$ cat src/pim_pkg.sv
// Constants shared by the alert summary and enable logic.
package pim_pkg;
  // Register map.
  localparam logic [7:0] SUMMARY_ADDR    = 8'h00;
  localparam logic [7:0] ENABLE_ADDR     = 8'h01;
  localparam logic [7:0] GLOBAL_CMD_ADDR = 8'h0B;
  // Reset values.
  localparam logic [7:0] SUMMARY_RESET   = 8'h20;
  localparam logic [7:0] ENABLE_RESET    = 8'h80;
  // Enable register bit positions.
  localparam int EN_PWRENA     = 0;
  localparam int EN_PWRGD      = 1;
  localparam int EN_DET        = 2;
  localparam int EN_CLASS      = 3;
  localparam int EN_DISCONNECT = 4;
  localparam int EN_STARTFAULT = 5;
  localparam int EN_IFAULT     = 6;
  localparam int EN_GLOBAL     = 7;
  // Command register action bits.
  localparam int CMD_RELEASE   = 6;
  localparam int CMD_CLEAR     = 7;
  // Port event register layout: bits 0..5 map to enable bits 0..5,
  // bits 6 and 7 are the cut-off and current-limit timeouts.
  localparam int EV_TCUT       = 6;
  localparam int EV_TLIM       = 7;
  localparam int NUM_PORTS     = 4;
endpackage

$ cat src/pim_gate_if.sv
// Carrier between the alert core and its event gating stage.
`timescale 1ns/1ns
`default_nettype none
interface pim_gate_if;
  logic [3:0][7:0] port_events;
  logic [3:0]      global_events;
  logic [7:0]      enable;
  logic [7:0]      cause;
  modport core (output port_events, output global_events, output enable,
                input cause);
  modport gate (input port_events, input global_events, input enable,
                output cause);
endinterface
`default_nettype wire

$ cat src/pim_event_gate.sv
// Per-type gating of port and global events by the enable register.
`timescale 1ns/1ns
`default_nettype none
module pim_event_gate (
  pim_gate_if.gate g
);
  wire [7:0] type_any;
  wire [7:0] raw_type;

  // Collapse each event type across all ports.
  genvar t;
  generate
    for (t = 0; t < 8; t++) begin : g_type
      assign raw_type[t] = g.port_events[0][t] | g.port_events[1][t] |
                           g.port_events[2][t] | g.port_events[3][t];
    end
  endgenerate

  // Both timeouts share one enable bit; global faults share the top one.
  assign type_any[5:0] = raw_type[5:0];
  assign type_any[6]   = raw_type[pim_pkg::EV_TCUT] |
                         raw_type[pim_pkg::EV_TLIM];
  assign type_any[7]   = |g.global_events;

  // Enable 1 passes a type, enable 0 blocks it.
  assign g.cause = type_any & g.enable;
endmodule
`default_nettype wire

$ cat src/pim_alert_core.sv
// Alert summary, alert enable and active-low alert output of the controller.
`timescale 1ns/1ns
`default_nettype none
module pim_alert_core (
  // Clock and reset.
  input  wire logic       CLK,
  input  wire logic       NRST,
  // Register access from the serial interface engine.
  input  wire logic [7:0] REG_ADDR,
  input  wire logic [7:0] REG_WDATA,
  input  wire logic       REG_WR,
  output logic      [7:0] REG_RDATA,
  // Event sources from the port and global event registers.
  input  wire logic [7:0] PORT1_EVENTS,
  input  wire logic [7:0] PORT2_EVENTS,
  input  wire logic [7:0] PORT3_EVENTS,
  input  wire logic [7:0] PORT4_EVENTS,
  input  wire logic [3:0] GLOBAL_EVENTS,
  // Alert pin, open drain.
  output logic            ALERT_N_O,
  output logic            ALERT_N_OE
);
  // ****************************************************************
  // Decode
  // ****************************************************************
  pim_gate_if gif ();

  logic [7:0] enable_q;
  logic [7:0] summary_q;
  logic [7:0] hold_q;
  logic [7:0] hold_d;
  logic [7:0] cause_prev_q;
  logic       release_q;
  logic       release_d;

  // The write strobes and the read mux share one address decode, so a
  // register is selected in the same way for either direction.
  wire        sel_summary = (REG_ADDR == pim_pkg::SUMMARY_ADDR);
  wire        sel_enable  = (REG_ADDR == pim_pkg::ENABLE_ADDR);
  wire        sel_cmd     = (REG_ADDR == pim_pkg::GLOBAL_CMD_ADDR);

  // Writes to the read-only summary or to unmapped addresses are dropped
  // here. The command register keeps no state: its bits act only in the
  // cycle of the write, so a later write cannot repeat an old action.
  wire        wr_enable  = REG_WR && sel_enable;
  wire        wr_cmd     = REG_WR && sel_cmd;
  wire        cmd_clear  = wr_cmd && REG_WDATA[pim_pkg::CMD_CLEAR];
  wire        cmd_rel    = wr_cmd && REG_WDATA[pim_pkg::CMD_RELEASE];

  wire  [7:0] src;
  wire  [7:0] summary_d;
  wire  [7:0] cause_rise;
  wire        alert_any;
  wire  [7:0] rdata_d;

  assign gif.port_events   = {PORT4_EVENTS, PORT3_EVENTS,
                              PORT2_EVENTS, PORT1_EVENTS};
  assign gif.global_events = GLOBAL_EVENTS;
  assign gif.enable        = enable_q;

  pim_event_gate u_gate (
    .g (gif.gate)
  );

  // ****************************************************************
  // Summary
  // ****************************************************************
  // Low nibble is the OR of each port's events, high nibble mirrors
  // the global faults; the enable register plays no part here.
  // One loop keeps the four port bits identical by construction.
  genvar k;
  generate
    for (k = 0; k < pim_pkg::NUM_PORTS; k++) begin : g_port
      assign src[k] = |gif.port_events[k];
    end
  endgenerate
  assign src[7:4] = GLOBAL_EVENTS;

  // A clear hides a bit until its source has dropped, so an event that
  // is still standing does not reappear at once; a fresh one does.
  always_comb begin
    hold_d = hold_q & src;
    if (cmd_clear) begin
      hold_d = src;
    end
  end

  // Masking with the next hold value rather than the current one makes a
  // clear take effect at the very edge that accepts the write.
  assign summary_d = src & ~hold_d;

  // ****************************************************************
  // Alert
  // ****************************************************************
  // A release holds until a new enabled cause appears; a cause rising
  // in the release cycle wins so no event is lost.
  // Rising edges are taken per event type, so a second type becoming
  // active re-arms the pin even while an older one still stands.
  // The limitation is that a type which stays active all the time
  // cannot raise the pin again once software has released it.
  assign cause_rise = gif.cause & ~cause_prev_q;
  assign alert_any  = |gif.cause;

  always_comb begin
    release_d = release_q;
    if (cmd_rel) begin
      release_d = 1'b1;
    end
    if (|cause_rise || !alert_any) begin
      release_d = 1'b0;
    end
  end

  // ****************************************************************
  // Readback
  // ****************************************************************
  // Unmapped addresses and the command register read as zero, so
  // software never sees a stale byte of another register.
  assign rdata_d = sel_summary ? summary_q :
                   sel_enable  ? enable_q  :
                   8'h00;

  // ****************************************************************
  // Registers
  // ****************************************************************
  always_ff @(posedge CLK or negedge NRST) begin
    if (!NRST) begin
      enable_q <= pim_pkg::ENABLE_RESET;
    end else if (wr_enable) begin
      enable_q <= REG_WDATA;
    end
  end

  // The summary shows its reset pattern only until the first edge after
  // reset; from then on it follows its sources.
  always_ff @(posedge CLK or negedge NRST) begin
    if (!NRST) begin
      summary_q <= pim_pkg::SUMMARY_RESET;
    end else begin
      summary_q <= summary_d;
    end
  end

  // Nothing is hidden after reset, so a standing event shows at once.
  always_ff @(posedge CLK or negedge NRST) begin
    if (!NRST) begin
      hold_q <= 8'h00;
    end else begin
      hold_q <= hold_d;
    end
  end

  // Starting from zero lets an event standing at reset count as new.
  always_ff @(posedge CLK or negedge NRST) begin
    if (!NRST) begin
      cause_prev_q <= 8'h00;
    end else begin
      cause_prev_q <= gif.cause;
    end
  end

  always_ff @(posedge CLK or negedge NRST) begin
    if (!NRST) begin
      release_q <= 1'b0;
    end else begin
      release_q <= release_d;
    end
  end

  // ****************************************************************
  // Outputs
  // ****************************************************************
  // The pin is open drain: its data is tied low and only the enable
  // moves, so the pin can share a wired alert line with other devices.
  always_ff @(posedge CLK or negedge NRST) begin
    if (!NRST) begin
      ALERT_N_O <= 1'b0;
    end else begin
      ALERT_N_O <= 1'b0;
    end
  end

  // The next release value is used so that the pin lets go at the same
  // edge that accepts the release write.
  always_ff @(posedge CLK or negedge NRST) begin
    if (!NRST) begin
      ALERT_N_OE <= 1'b0;
    end else begin
      ALERT_N_OE <= alert_any && !release_d;
    end
  end

  always_ff @(posedge CLK or negedge NRST) begin
    if (!NRST) begin
      REG_RDATA <= 8'h00;
    end else begin
      REG_RDATA <= rdata_d;
    end
  end
endmodule
`default_nettype wire

$ cat config.mk
export PLATFORM = sky130hd
export DESIGN_NAME = pim_alert_core
export DESIGN_NICKNAME = d
export VERILOG_FILES = /design/src/pim_pkg.sv /design/src/pim_gate_if.sv /design/src/pim_event_gate.sv /design/src/pim_alert_core.sv
export SDC_FILE = /design/constraint.sdc
export NUM_CORES = 1
export LEC_CHECK = 0
export BUFFER_PORTS_ARGS = -buffer_cell sky130_fd_sc_hd__buf_2
export CAP_MARGIN = 20
export CORE_UTILIZATION = 52
export CTS_CLUSTER_SIZE = 14
export DETAILED_ROUTE_END_ITERATION = 8
export PLACE_DENSITY = 0.85
export SYNTH_ARGS = -nofsm -noshare
export SYNTH_HDL_FRONTEND = slang
export SYNTH_HIERARCHICAL = 1
export SYNTH_SLANG_ARGS = --single-unit
$ cat constraint.sdc
create_clock -name CLK -period 2.5 [get_ports CLK]
set_clock_uncertainty 0.05 [all_clocks]
set_input_delay 0.25 -clock CLK [delete_from_list [all_inputs] [get_ports CLK]]
set_output_delay 0.25 -clock CLK [all_outputs]
set_load 0.02 [all_outputs]
* After elaboration in Yosys (flattened, before gate mapping)
Cells that the tools add are included.
** Storage, ports and cells
- Register bits :: 42
- Latch bits :: 0
- Memory bits (writable) :: 0
- Memory bits (read-only) :: 0
- Bits of input ports :: 55
- Output and inout bits :: 10
- Word-level logic and storage cells :: 61
- Memories kept :: 0
** Cells by class
- Add/sub/neg operators :: 0
- Multipliers :: 0
- Div/mod/pow operators :: 0
- Order comparisons :: 0
- Equality and inequality tests :: 2
- Shifts and indexed selects :: 0
- Muxes and demuxes :: 5
- Bitwise gates (word level) :: 31
- Reductions and logical operators :: 16
** Operator list (count)
- OR reduction 8 bit :: 6
- AND 8 bit :: 4
- bitwise OR 1 bit :: 25
- two-way mux 8 bit :: 3
- inverter 8 bit :: 2
- == test 8 x 1 -> 1 bit (second input constant) :: 1
- == test 8 x 4 -> 1 bit (second input constant) :: 1
- logical NOT 8 bit :: 1
- logical AND 1 bit :: 5
- OR reduction 4 bit :: 1
- logical NOT 1 bit :: 2
- two-way mux 1 bit :: 2
- logical OR 1 bit :: 1

* Longest topological paths before layout
- Depth in word-level cells :: 11
- Depth in mapped cells :: 5

* Cells and area by module
The synthesis kept the hierarchy.
** By module, submodules not included
- pim_alert_core :: times used 1, cells an instance 117, area each 1646.6 um^2, seq. area each 1053.5 um^2
- pim_event_gate :: times used 1, cells an instance 10, area each 98.8 um^2, seq. area each 0.0 um^2

* Worst setup path after synthesis
OpenSTA, ideal clock, no wires.
- Path kind :: input -> register
- Start :: input REG_ADDR[3]
- End :: register enable_q[0]
- Setup time :: 0.125 ns
- Arrival :: 1.534 ns
- Path slack :: 0.791 ns
- Cell stages on the path :: 4
- Path through :: or4_4 or3_1 buf_6 mux2_4
** On the way
- Word-level cells in the longest chain between the ends :: 2
** Ends and longest elaborated chain
- start: declaration :: line pim_alert_core.sv:9 : input wire logic [7:0] REG_ADDR,
- == test 8 x 1 -> 1 bit :: line pim_alert_core.sv:39 : wire sel_enable = (REG_ADDR == pim_pkg::ENABLE_ADDR);
- logical AND 1 bit :: line pim_alert_core.sv:45 : wire wr_enable = REG_WR && sel_enable;
- end signal: assignment :: line pim_alert_core.sv:128 : enable_q <= pim_pkg::ENABLE_RESET;
- end: declaration :: line pim_alert_core.sv:28 : logic [7:0] enable_q;
No other way between the ends.
A chain may end at the register's enable or synchronous reset.

* Worst setup path in the final report
- Start :: input REG_ADDR[3]
- End :: register enable_q[3]
Same word-level chain as after synthesis.

==> impl_metrics.yaml <==
sta:
  setup_tns_ns: 0
  period_share_pct: 65.09
  setup_viol: 0
  worst_pin_slew_ns: 0.8833
  fin_ws_ns: 0.8728
  report.final.slew_viol_count: 0
  fin_crit_ns: 1.627
  hold_viol_final: 0
  max_slew_margin_pct: 41.11
  max_clock_freq_mhz: 614.6
  rsz0062_at_grt: "false"
die:
  die_area_sq_um: 3592
  initial_core_util_pct: 55.80
  die_y_um: 59.94
  std_cell_rows: 20
  die_w_um: 59.94
  core_area_sq_um: 3128
  ioPinCount: 65
placement:
  placed_cell_area_sq_um: 2105
  gp_congestion: 0.7966
  dpl.cell_count: 232
  place_ws_ns: 0.5040
  place_hpwl_um: 3306
  io_buffers: 63
logic_synthesis:
  syn_area_per_cell_sq_um: 13.74
  netlist_area_sq_um: 1745
  yosys_warnings: 6
  yosysTopAreaCellShare_pct: 57.35
  synthCells: 127
  yosys-top-cells-count: "40 x dfrtp_1, 12 x nor4_1, 8 x a22o_1, 8 x mux2_4, 8 x nand2b_1"
  synth.most_common_cell: "dfrtp_1"
  synth.distinct_cells: 29
  async_flop_share_pct: 100.0
  synth-seq-cells: 42
  synth_top_cells_by_area: "dfrtp_1 57%, mux2_4 6.9%, o41a_1 4.5%, nor4_1 4.3%, a22o_1 4.0%"
  synth_edf_count: 0
  yosysTopAreaCell: "dfrtp_1"
  synth_ff_type: "dfrtp_1"
  ys_seq_area_share_pct: 60.36
  syn-num-nets: 182
clocking:
  clock_path_buffers: 2
  ctsHtreeMaxLevel: 2
  cts_tree: "done"
  cts_setup_buffers: 0
  clk_latency_ns: 0.36
  clk_root_buffer_cell: "clkbuf_4"
  cts_buffers: 5
  cts_resized: 0
  cts.clk_slew.worst_paths_ns: 0.12
  cts_sinks: 42
final_layout:
  stdcell_area_sq_um: 2193
  final_util_pct: 70.12
  syn_to_final_growth_pct: 25.66
  fin_cells: 241
  nNetsFinal: 251
  antenna_cells: 0
  drive_above_1_share_pct: 43.15
worst_setup_path:
  end_kind: "flop"
  r2r_setup_slack_ns: 0.93
  cp_slowest_stage_delay_ns: 0.55
  worstPathRequired_ns: 2.69
  arrival_ns: 1.82
  path_cells: "buf_2, or4_4, or3_1, mux2_4"
  r2r-start: "enable_q[6]"
  cpMaxStageDelayCell: "or3_1"
  critPathLaunchType: "input port"
  critPathMaxFanout: 8
  reg2reg_depth: 4
  r2r_end: "release_q"
  crit_type: "input port to flop"
detailed_routing:
  drc: 0
  drt-total-wl_um: 4285
  drt_first_pass_iters: 4
  drtAntennaViolNets: 0
  viasPerCell: 5.884
  drtIter0Drc: 62
  wl_per_cell_um: 17.78
  num_vias: 1418
power:
  ir_drop_mv: 0.4085
  p_leak_nw: 1.103
  p_per_area_nw_per_um2: 578.2
flow_run:
  cap_viol_max_count: 0
global_route:
  grt_usage_pct: 26.61
  grt_pass1_wl_um: 6720
  grt_max_degree: 43
  grt_pass1_vias: 1474
  antenna_found_initial: 0
  grt_overflow_total: 0
outcome:
  status: "complete, no violations"
min_path:
  min_from: "REG_WDATA[5]"
  hold_depth: 2
  min_to: "enable_q[5]"
  worst_hold_path_type: "input port to flop"
==> flip-flops by register name (all words and copies together), names as in the netlist <==
name and cells:
summary_q 8, hold_q 8, release_q 1, ALERT_N_OE 1
cause_prev_q 8, REG_RDATA 8, enable_q 8
==> placed cells by master, fill, tap and decap left out, types with 3 or more instances in the layout <==
cell and count:
buf_2 63, dfrtp_1 40, nor4_1 12, a22o_1 8, nand2b_1 8, mux2_4 8, o41a_1 7, clkbuf_4 5
o21a_1 4, a2bb2oi_1 4, nor3b_1 4, a211oi_1 4, nand4_1 4, nor3_1 3, clkbuf_8 3
==> routing by layer <==
layer	GRT usage, %	part of all wire, %
met5	0	0
met4	12.62	2.4
met2	45.87	52
met3	7.792	5.7
met1	30.10	40
==> power breakdown <==
part / total, W / internal (W) / switching, W
clock: 0.000404 / 0.000192 / 0.000211
combinational: 0.000146 / 0.0000700 / 0.0000755
sequential: 0.000719 / 0.000706 / 0.0000129
total: 0.00127 / 0.000969 / 0.000300
==> layout make-up <==
class / instances / area [sq um]
Sequential cell: 42 / 1054
Tap cell: 44 / 55.05
Fill cell: 228 / 934.6
Clock buffer: 8 / 78.83
Multi-Input combinational cell: 80 / 661.9
Inverter: 1 / 3.754
Timing Repair Buffer: 66 / 340.3
==> cells by family after synthesis <==
kind of cell / Yosys count / share of synthesized area, %
AO/OA/AOI/OAI: 31 / 15.99
multiplexers: 8 / 6.882
flip-flops: 42 / 60.36
AND/OR/NAND/NOR: 40 / 14.84
buffers and inverters: 5 / 1.720
other: 1 / 0.2148
==> repair_timing <==
item,in CTS,in global routing
endpoints found under the hold margin,36,0
setup endpoints to repair,0,0
hold buffers,1,0
==> how the worst max path moves through the flow <==
| stage | startpoint | endpoint | cells after the start |
|---|---|---|---|
| 6_report | REG_ADDR[3] | enable_q[3] | 4 |
| 5_1_grt | enable_q[6] | release_q | 4 |
| 4_1_cts | REG_ADDR[3] | enable_q[3] | 4 |
| 3_5_place_dp | REG_ADDR[3] | enable_q[6] | 4 |
| 3_3_place_gp | REG_ADDR[3] | enable_q[5] | 4 |
| 2_1_floorplan | REG_ADDR[3] | enable_q[0] | 4 |
==> per-stage QoR <==
step | hold WS (ns) | total power [W]
after floorplan | -0.09559 | 0.0007887
after global placement | 0.3348 | 0.0008673
after detailed placement | 0.3615 | 0.0008754
after CTS | 0.07438 | 0.001272
after global routing | 0.05950 | 0.001320
final | 0.07682 | 0.001268
==> worst max-delay path: cells and delay by family <==
family | cells | cell delay (ns)
and+or+nand+nor | 2 | 1.08
muxes | 1 | 0.38
buffers and inverters | 1 | 0.10
Note: power is estimated with default switching activity, not from simulation.
